==> src/core/lvbc_params.svh <==
// offsets, field positions and reset values of the regulator select and buck control bank
`ifndef LVBC_PARAMS_SVH
`define LVBC_PARAMS_SVH

`define LVBC_ADDR_REG_A       8'h9a
`define LVBC_ADDR_REG_B       8'h9b
`define LVBC_ADDR_BUCK_CTRL   8'h9c

`define LVBC_SLEEP_HI         7
`define LVBC_SLEEP_LO         4
`define LVBC_NORMAL_HI        3
`define LVBC_NORMAL_LO        0

`define LVBC_RSVD_HI          7
`define LVBC_RSVD_LO          6
`define LVBC_MODE_HI          5
`define LVBC_MODE_LO          3
`define LVBC_OFF_HI           2
`define LVBC_OFF_LO           0

`define LVBC_RST_A_CODE       4'ha
`define LVBC_RST_B_CODE       4'hb
`define LVBC_RST_LOW_CODE     4'h0
`define LVBC_RST_OFF_N        3'h7
`define LVBC_RST_MODE         3'h0
`define LVBC_RST_MODE_B3      3'h4
`define LVBC_RSVD_VALUE       2'h0
`define LVBC_UNMAPPED_VALUE   8'h00
`define LVBC_RST_RUN          3'h0

`endif

==> src/core/lvbc_pkg.sv <==
// types shared by the regulator select and buck control bank
package lvbc_pkg;

  typedef logic [3:0] lvbc_code_type;
  typedef logic [7:0] lvbc_byte_type;
  typedef logic [2:0] lvbc_trio_type;

endpackage

==> src/core/lvbc_pin_sync.sv <==
// three-stage pin synchroniser that accepts a change once stages two and three agree
`timescale 1ns/1ps
`default_nettype none

module lvbc_pin_sync #(
  parameter bit RESET_LEVEL = 1'b1
) (
  input  wire logic clock_i,
  input  wire logic sys_rst_i,
  input  wire logic pin_i,
  output var  logic level_o
);

  logic s1_r;
  logic s2_r;
  logic s3_r;
  logic level_r;

  always_ff @(posedge clock_i or posedge sys_rst_i)
  begin
    if (sys_rst_i)
    begin
      s1_r <= RESET_LEVEL;
      s2_r <= RESET_LEVEL;
      s3_r <= RESET_LEVEL;
    end
    else
    begin
      s1_r <= pin_i;
      s2_r <= s1_r;
      s3_r <= s2_r;
    end
  end

  always_ff @(posedge clock_i or posedge sys_rst_i)
  begin
    if (sys_rst_i)
      level_r <= RESET_LEVEL;
    else if (s2_r == s3_r)
      level_r <= s2_r;
  end

  assign level_o = level_r;

endmodule

`default_nettype wire

==> src/core/lvbc_regs.sv <==
// regulator voltage select and buck mode / disable register bank
`timescale 1ns/1ps
`default_nettype none
`include "lvbc_params.svh"

// Functional notes
// - Each regulator uses its sleep code while the sleep input is low and its normal code while high.
// - Register 9Ah holds regulator A sleep code in bits 7..4 and normal code in bits 3..0, both writable.
// - Register 9Bh holds regulator B sleep code in bits 7..4 and normal code in bits 3..0, both writable.
// - Regulator A codes reset to 1010, or to 0000 under the low-voltage factory option.
// - Regulator B codes reset to 1011, or to 0000 under the low-voltage factory option.
// - Register 9Ch holds three writable buck mode bits in 5..3, three off bits in 2..0, zeros in 7..6.
// - Buck control resets to off bits 1 and mode bits 0, except buck three mode 1 under one option.
// - A mode bit of 0 selects automatic mode and 1 forces pulse-width modulation for that buck.
// - An off bit of 0 turns its buck off regardless of enable pins or its enable override.
module lvbc_regs #(
  parameter bit LOW_VOLT_OPTION = 1'b0,
  parameter bit BUCK3_PWM_OPTION = 1'b0
) (
  input  wire logic                  clock_i,
  input  wire logic                  sys_rst_i,
  input  wire logic                  sleep_state_n_i,
  input  wire logic [7:0]            reg_addr_i,
  input  wire logic [7:0]            reg_wdata_i,
  input  wire logic                  reg_wr_i,
  input  wire logic                  reg_rd_i,
  input  wire logic [2:0]            buck_seq_en_i,
  input  wire logic [2:0]            buck_force_on_i,
  output var  logic [7:0]            reg_rdata_o,
  output var  logic [3:0]            reg_a_code_o,
  output var  logic [3:0]            reg_b_code_o,
  output var  logic [2:0]            buck_pwm_force_o,
  output var  logic [2:0]            buck_run_o
);

  localparam lvbc_pkg::lvbc_code_type A_RST =
    LOW_VOLT_OPTION ? `LVBC_RST_LOW_CODE : `LVBC_RST_A_CODE;
  localparam lvbc_pkg::lvbc_code_type B_RST =
    LOW_VOLT_OPTION ? `LVBC_RST_LOW_CODE : `LVBC_RST_B_CODE;
  localparam lvbc_pkg::lvbc_trio_type MODE_RST =
    BUCK3_PWM_OPTION ? `LVBC_RST_MODE_B3 : `LVBC_RST_MODE;

  lvbc_pkg::lvbc_code_type a_sleep_r;
  lvbc_pkg::lvbc_code_type a_norm_r;
  lvbc_pkg::lvbc_code_type b_sleep_r;
  lvbc_pkg::lvbc_code_type b_norm_r;
  lvbc_pkg::lvbc_trio_type mode_r;
  lvbc_pkg::lvbc_trio_type off_n_r;
  lvbc_pkg::lvbc_byte_type rdata_r;
  lvbc_pkg::lvbc_code_type a_code_r;
  lvbc_pkg::lvbc_code_type b_code_r;
  lvbc_pkg::lvbc_trio_type run_r;
  logic                    sleep_n_q;
  logic                    wr_a;
  logic                    wr_b;
  logic                    wr_ctrl;

  function automatic lvbc_pkg::lvbc_byte_type pack_codes(
    input lvbc_pkg::lvbc_code_type sleep_code,
    input lvbc_pkg::lvbc_code_type normal_code
  );
    pack_codes = {sleep_code, normal_code};
  endfunction

  function automatic lvbc_pkg::lvbc_code_type pick_code(
    input logic                    awake,
    input lvbc_pkg::lvbc_code_type sleep_code,
    input lvbc_pkg::lvbc_code_type normal_code
  );
    pick_code = awake ? normal_code : sleep_code;
  endfunction

  lvbc_pin_sync #(
    .RESET_LEVEL (1'b1)
  ) u_sleep_sync (
    .clock_i   (clock_i),
    .sys_rst_i (sys_rst_i),
    .pin_i     (sleep_state_n_i),
    .level_o   (sleep_n_q)
  );

  assign wr_a    = reg_wr_i && (reg_addr_i == `LVBC_ADDR_REG_A);
  assign wr_b    = reg_wr_i && (reg_addr_i == `LVBC_ADDR_REG_B);
  assign wr_ctrl = reg_wr_i && (reg_addr_i == `LVBC_ADDR_BUCK_CTRL);

  // regulator A codes
  always_ff @(posedge clock_i or posedge sys_rst_i)
  begin
    if (sys_rst_i)
    begin
      a_sleep_r <= A_RST;
      a_norm_r  <= A_RST;
    end
    else if (wr_a)
    begin
      a_sleep_r <= reg_wdata_i[`LVBC_SLEEP_HI:`LVBC_SLEEP_LO];
      a_norm_r  <= reg_wdata_i[`LVBC_NORMAL_HI:`LVBC_NORMAL_LO];
    end
  end

  // regulator B codes
  always_ff @(posedge clock_i or posedge sys_rst_i)
  begin
    if (sys_rst_i)
    begin
      b_sleep_r <= B_RST;
      b_norm_r  <= B_RST;
    end
    else if (wr_b)
    begin
      b_sleep_r <= reg_wdata_i[`LVBC_SLEEP_HI:`LVBC_SLEEP_LO];
      b_norm_r  <= reg_wdata_i[`LVBC_NORMAL_HI:`LVBC_NORMAL_LO];
    end
  end

  // buck control; reserved bits have no storage
  always_ff @(posedge clock_i or posedge sys_rst_i)
  begin
    if (sys_rst_i)
    begin
      mode_r  <= MODE_RST;
      off_n_r <= `LVBC_RST_OFF_N;
    end
    else if (wr_ctrl)
    begin
      mode_r  <= reg_wdata_i[`LVBC_MODE_HI:`LVBC_MODE_LO];
      off_n_r <= reg_wdata_i[`LVBC_OFF_HI:`LVBC_OFF_LO];
    end
  end

  // read data held until the next read
  always_ff @(posedge clock_i or posedge sys_rst_i)
  begin
    if (sys_rst_i)
      rdata_r <= `LVBC_UNMAPPED_VALUE;
    else if (reg_rd_i)
    begin
      case (reg_addr_i)
        `LVBC_ADDR_REG_A:     rdata_r <= pack_codes(a_sleep_r, a_norm_r);
        `LVBC_ADDR_REG_B:     rdata_r <= pack_codes(b_sleep_r, b_norm_r);
        `LVBC_ADDR_BUCK_CTRL: rdata_r <= {`LVBC_RSVD_VALUE, mode_r, off_n_r};
        default:              rdata_r <= `LVBC_UNMAPPED_VALUE;
      endcase
    end
  end

  // voltage code handed to each regulator
  always_ff @(posedge clock_i or posedge sys_rst_i)
  begin
    if (sys_rst_i)
    begin
      a_code_r <= A_RST;
      b_code_r <= B_RST;
    end
    else
    begin
      a_code_r <= pick_code(sleep_n_q, a_sleep_r, a_norm_r);
      b_code_r <= pick_code(sleep_n_q, b_sleep_r, b_norm_r);
    end
  end

  // off bit wins over sequencer and override enables
  always_ff @(posedge clock_i or posedge sys_rst_i)
  begin
    if (sys_rst_i)
      run_r <= `LVBC_RST_RUN;
    else
      run_r <= off_n_r & (buck_seq_en_i | buck_force_on_i);
  end

  assign reg_rdata_o      = rdata_r;
  assign reg_a_code_o     = a_code_r;
  assign reg_b_code_o     = b_code_r;
  assign buck_pwm_force_o = mode_r;
  assign buck_run_o       = run_r;

  chk_sleep_code_a: assert property (
    @(posedge clock_i) disable iff (sys_rst_i)
    !sleep_n_q |=> reg_a_code_o == $past(a_sleep_r))
    else $error("regulator A not on sleep code while asleep");

  chk_normal_code_b: assert property (
    @(posedge clock_i) disable iff (sys_rst_i)
    sleep_n_q |=> reg_b_code_o == $past(b_norm_r))
    else $error("regulator B not on normal code while awake");

  chk_reg_a_write: assert property (
    @(posedge clock_i) disable iff (sys_rst_i)
    wr_a ##1 reg_rd_i && reg_addr_i == `LVBC_ADDR_REG_A
      |=> reg_rdata_o == $past(reg_wdata_i, 2))
    else $error("regulator A register does not read back written value");

  chk_reg_b_write: assert property (
    @(posedge clock_i) disable iff (sys_rst_i)
    wr_b |=> pack_codes(b_sleep_r, b_norm_r) == $past(reg_wdata_i))
    else $error("regulator B register lost a write");

  chk_reset_a_codes: assert property (
    @(posedge clock_i)
    $fell(sys_rst_i) |-> a_sleep_r == A_RST && a_norm_r == A_RST && a_code_r == A_RST)
    else $error("regulator A reset code wrong");

  chk_reset_b_codes: assert property (
    @(posedge clock_i)
    $fell(sys_rst_i) |-> b_sleep_r == B_RST && b_norm_r == B_RST)
    else $error("regulator B reset code wrong");

  chk_ctrl_reset: assert property (
    @(posedge clock_i)
    $fell(sys_rst_i) |-> off_n_r == `LVBC_RST_OFF_N && mode_r == MODE_RST)
    else $error("buck control reset value wrong");

  chk_ctrl_write_mode: assert property (
    @(posedge clock_i) disable iff (sys_rst_i)
    wr_ctrl |=> buck_pwm_force_o == $past(reg_wdata_i[`LVBC_MODE_HI:`LVBC_MODE_LO])
      && off_n_r == $past(reg_wdata_i[`LVBC_OFF_HI:`LVBC_OFF_LO]))
    else $error("buck control write not taken");

  chk_rsvd_read_zero: assert property (
    @(posedge clock_i) disable iff (sys_rst_i)
    reg_rd_i && reg_addr_i == `LVBC_ADDR_BUCK_CTRL
      |=> reg_rdata_o[`LVBC_RSVD_HI:`LVBC_RSVD_LO] == `LVBC_RSVD_VALUE)
    else $error("reserved control bits read nonzero");

  chk_buck_forced_off: assert property (
    @(posedge clock_i) disable iff (sys_rst_i)
    ##1 (buck_run_o & ~$past(off_n_r)) == 3'h0
      && buck_run_o == ($past(off_n_r) & ($past(buck_seq_en_i) | $past(buck_force_on_i))))
    else $error("buck running although its off bit is clear");

endmodule

`default_nettype wire
==> config.mk <==
export PLATFORM = sky130hd
export DESIGN_NAME = lvbc_regs
export DESIGN_NICKNAME = d
export VERILOG_FILES = /design/src/core/lvbc_pkg.sv /design/src/core/lvbc_pin_sync.sv /design/src/core/lvbc_regs.sv
export VERILOG_INCLUDE_DIRS = /design/src /design/src/core
export SDC_FILE = /design/constraint.sdc
export NUM_CORES = 1
export LEC_CHECK = 0
export ABC_CLOCK_PERIOD_IN_PS = 1600
export BUFFER_PORTS_ARGS = -buffer_cell sky130_fd_sc_hd__buf_2
export CAP_MARGIN = 20
export CELL_PAD_IN_SITES_DETAIL_PLACEMENT = 0
export CELL_PAD_IN_SITES_GLOBAL_PLACEMENT = 1
export CORE_UTILIZATION = 25
export DETAILED_ROUTE_END_ITERATION = 6
export GPL_TIMING_DRIVEN = 0
export PLACE_DENSITY_LB_ADDON = 0.1
export SLEW_MARGIN = 20
export SYNTH_ARGS = -nofsm -noshare
export SYNTH_HDL_FRONTEND = slang
export SYNTH_SLANG_ARGS = --single-unit
==> constraint.sdc <==
create_clock -name clock_i -period 1.6 [get_ports clock_i]
set_input_delay 0.32 -clock clock_i [delete_from_list [all_inputs] [get_ports clock_i]]
set_output_delay 0.32 -clock clock_i [all_outputs]
set_load 0.01 [all_outputs]
==> results.txt <==
----------------------------------------------------
[Layout]
  Share of post-route cells with drive strength above 1 ... between 60% and 70%
  Seq. cell area ... 0.00115 mm^2
  Final Net Count ... between 200 and 250
  Layout-stage area growth over the synthesis result ... 24.9%
  Area used by multi-input combinational logic ... approximately 700 um^2
  Count of inserted antenna diode cells ... 0
  Count of filler cells inserted in the layout ... 739
  Fin util ... around a third
  Final standard cell count with taps included and fillers excluded ... 279

[Logic synthesis]
  Most common cell in the synthesized netlist ... sky130_fd_sc_hd__mux2_2
  Post-synth cell types ... 23
  Number of flops mapped to enable cells by yosys ... 0
  Portion of synthesized cell area occupied by the leading cell type ... between 30% and 40%
  Cell type with the largest total area after synthesis ... sky130_fd_sc_hd__dfstp_2
  Share of synthesized area occupied by flip-flops and latches ... around three fifths
  Count of synthesis-stage warnings from yosys ... 0
  Share of synthesized registers carrying an async set or reset ... 100%
  Mean instance size in the synthesized netlist ... ~15 um^2
  Number of standard cells after synthesis ... around 130
  Most common library cells after synthesis ... sky130_fd_sc_hd__mux2_2, sky130_fd_sc_hd__dfrtp_1, sky130_fd_sc_hd__dfstp_2
  Netlist Area Pre-Place ... between 0.0015 and 0.002 mm^2
  Most frequently used flop master after synthesis ... sky130_fd_sc_hd__dfrtp_1
  Synth area leaders ... sky130_fd_sc_hd__dfstp_2, sky130_fd_sc_hd__dfrtp_1, sky130_fd_sc_hd__mux2_2, sky130_fd_sc_hd__nand4_4, sky130_fd_sc_hd__a22oi_1
  Number of register bits inferred by synthesis ... 45
  Synthesized Nets ... 152

[Critical path]
  Worst Setup Start Kind ... input pin
  Combined buffer and inverter count along the critical path ... 1
  Beginning of the worst register-to-register path ... u_sleep_sync.level_o$_DFFE_PP1N_
  Crit Path Category ... in -> reg
  Crit end category ... flip-flop
  Required time at the endpoint of the critical path ... 1.79 ns
  Critical Path, Cell by Cell ... buf_2, nor3b_4, nand4_4, mux2_2
  First element of the critical path ... reg_addr_i[1]
  Slowest cell on crit path ... sky130_fd_sc_hd__nor3b_4
  Crit path arrival time ... 1.51 ns
  Delay of the slowest cell on the worst path ... 0.45 ns
  Peak fanout along the critical path ... 7
  CP delay by family, top ... simple AND/OR/NAND/NOR gates

[Place]
  Dpl hpwl ... 3080 um
  Weighted congestion reported at the end of routability-driven placement ... ~0.64
  Port Buffer Count ... 47
  Count of placed standard cells including taps ... roughly 270

[Routing]
  Remaining number of nets flagged by the antenna check after routing ... 0
  Number of detailed-routing iterations run before antenna repair ... 3
  Vias per inst ... 4.33
  Remaining DRCs ... 0
  Drt initial violations ... 14
  Routed wire length ... 4290 um
  Via Count ... 1209
  Post-detailed-route wirelength per cell ... between 15 and 20 um

[Pwr]
  Total power ... between 2 and 2.5 mW
  Max IR drop VDD ... 0.317 mV
  Switching pwr ... ~530 uW
  Clock network fraction of design power ... 32.9%
  Power Dens Cells ... 904 mW/mm^2
  Logic pwr share ... a little under a tenth
  Leakage dissipation ... 1.12 nW
  Switching part of the total power ... 24.8%
  Internal Power ... between 1.5 and 2 mW
  Proportion of power drawn by flip-flops and latches ... between 50% and 60%

[Floorplan]
  Die W ... 89.3 um
  Starting Density ... between 20% and 30%
  Die footprint ... roughly 0.0080 mm^2
  Height of the die ... just under 90 um
  Number of I/O pins ... 49
  Placeable core area ... ~0.0073 mm^2
  Cell Rows ... 31

[CTS]
  Setup Buffers After CTS ... 0
  Cell chosen for the clock root ... sky130_fd_sc_hd__clkbuf_8
  Number of buffers created by CTS ... 5
  Clock Path Buffers ... 2
  Clock network latency to the later pin of the worst-skew pair ... ~0.30 ns
  Post_cts resized ... 0
  Post-CTS Hold Buffers ... 0
  Number of levels in the clock H-tree ... 2
  Clock edge transition at the registers on the reported setup and hold paths ... approximately 0.09 ns
  Clock tree from TritonCTS ... built
  Total clock sinks ... 45

[Timing]
  Worst clock skew on the final layout ... roughly 0.010 ns
  Sum of negative setup slack ... 0 ns
  Hold WS ... 0.0496 ns
  Count of pins over their slew limit ... 0
  Maximum achievable frequency ... 755 MHz
  Count of final hold-check violations ... 0
  Actual transition at the worst max-transition pin ... between 0.5 and 0.6 ns
  Number of failing setup endpoints in the final timing report ... 0
  Period utilization ... about 83%
  Final min period ... about 1.3 ns
  Worst relative slew slack ... around two thirds
  Setup repair after global routing missed its margin ... false

[Job]
  Max capacitance violation total ... 0

[GRT]
  Vias in the first global route ... between 1k and 1.5k
  Global route total overflow ... 0
  Antenna violations before repair ... 0
  First-pass GRT wire length ... approximately 6700 um
  Aggregate global-route resource usage ... a little under an eighth
  Largest net degree at the start of global routing ... 25

[Status]
  Result of the run ... finished clean

[Hold path]
  Path class of the lowest-slack min-delay path ... in -> async

----------------------------------------------------
==> cells in the final DEF, fill, tap and decap left out <==
cell,count
sky130_fd_sc_hd__buf_2,47
sky130_fd_sc_hd__mux2_2,35
sky130_fd_sc_hd__dfrtp_1,23
sky130_fd_sc_hd__dfstp_2,22
sky130_fd_sc_hd__inv_1,8
sky130_fd_sc_hd__a22oi_1,6
sky130_fd_sc_hd__o22ai_1,6
sky130_fd_sc_hd__clkbuf_8,5
sky130_fd_sc_hd__nand4_4,3
sky130_fd_sc_hd__o21a_1,3
sky130_fd_sc_hd__nand2_1,2
sky130_fd_sc_hd__mux2i_1,2
sky130_fd_sc_hd__o32ai_1,2
sky130_fd_sc_hd__clkinv_4,2
sky130_fd_sc_hd__buf_1,1
sky130_fd_sc_hd__nor3b_4,1
sky130_fd_sc_hd__nor2b_1,1
sky130_fd_sc_hd__buf_4,1
sky130_fd_sc_hd__buf_6,1
sky130_fd_sc_hd__and4bb_4,1
sky130_fd_sc_hd__nand3_1,1
sky130_fd_sc_hd__and2_4,1
sky130_fd_sc_hd__nor2b_2,1
sky130_fd_sc_hd__mux2_1,1
sky130_fd_sc_hd__inv_2,1
sky130_fd_sc_hd__maj3_1,1
sky130_fd_sc_hd__clkinv_2,1
sky130_fd_sc_hd__buf_16,1
==> final cells by class <==
type / count / share of cell area (%)
Clock inverter: 3 / 0.946
Timing Repair Buffer: 48 / 11.0
Clock buffer: 5 / 2.89
Tap cell: 99 / 5.20
Inverter: 9 / 1.42
Multi-Input combinational cell: 67 / 29.1
Sequential cell: 45 / 48.5
Buffer: 3 / 0.946
==> worst paths after layout <==
kind                                                         to  slack [ns]  cells past startpoint
min in group clock_i                u_sleep_sync.s1_r$_DFF_PP1_        0.11                      1
worst min register to register      u_sleep_sync.s2_r$_DFF_PP1_        0.36                      0
max in group asynchronous               b_norm_r[3]$_DFFE_PP1P_        0.97                      3
worst max-delay path            buck_pwm_force_o[0]$_DFFE_PP0P_        0.28                      4
worst min-delay path                  reg_a_code_o[0]$_DFF_PP0_        0.05                      2
worst max register to register        reg_a_code_o[2]$_DFF_PP0_        0.40                      1
==> per-layer routing <==
metal	track usage [%]	vias up	part of all wire (%)
met4	3.46	0	1.1
met1	14.4	606	43
met2	20.2	39	50
met5	0	-	0
met3	3.14	4	5.4
li1	-	560	-
==> logic make-up after synthesis <==
kind of cell    share of synthesized area [%]
compound gates                           6.43
buf+inv                                  3.15
mux                                      22.3
simple gates                             7.09
fa+ha+maj                               0.525
flops                                    60.5
==> power groups by stage <==
stage / combinational [mW] / sequential [mW] / clock [mW]
floorplan: 0.112 / 1.25 / 0
global placement: 0.203 / 1.25 / 0
detailed placement: 0.219 / 1.25 / 0
CTS: 0.220 / 1.23 / 0.745
global route: 0.223 / 1.25 / 0.805
finish: 0.201 / 1.24 / 0.709
==> metrics by stage <==
step                      cell area (um^2)  setup slack [ns]
after detailed placement              2290           -0.0593
after CTS                             2380            0.0479
after global routing                  2380             0.244
after global placement                2270            -0.344
final                                 2380             0.276
after floorplan                       1910             0.257
==> registers in the layout, summed over array words and instances, names as in the netlist, 3 cells and up <==
register and count:
reg_rdata_o 8, a_norm_r 4, a_sleep_r 4, b_norm_r 4
b_sleep_r 4, reg_a_code_o 4, reg_b_code_o 4, buck_pwm_force_o 3
buck_run_o 3, off_n_r 3
(Power assumes the default switching activity.)
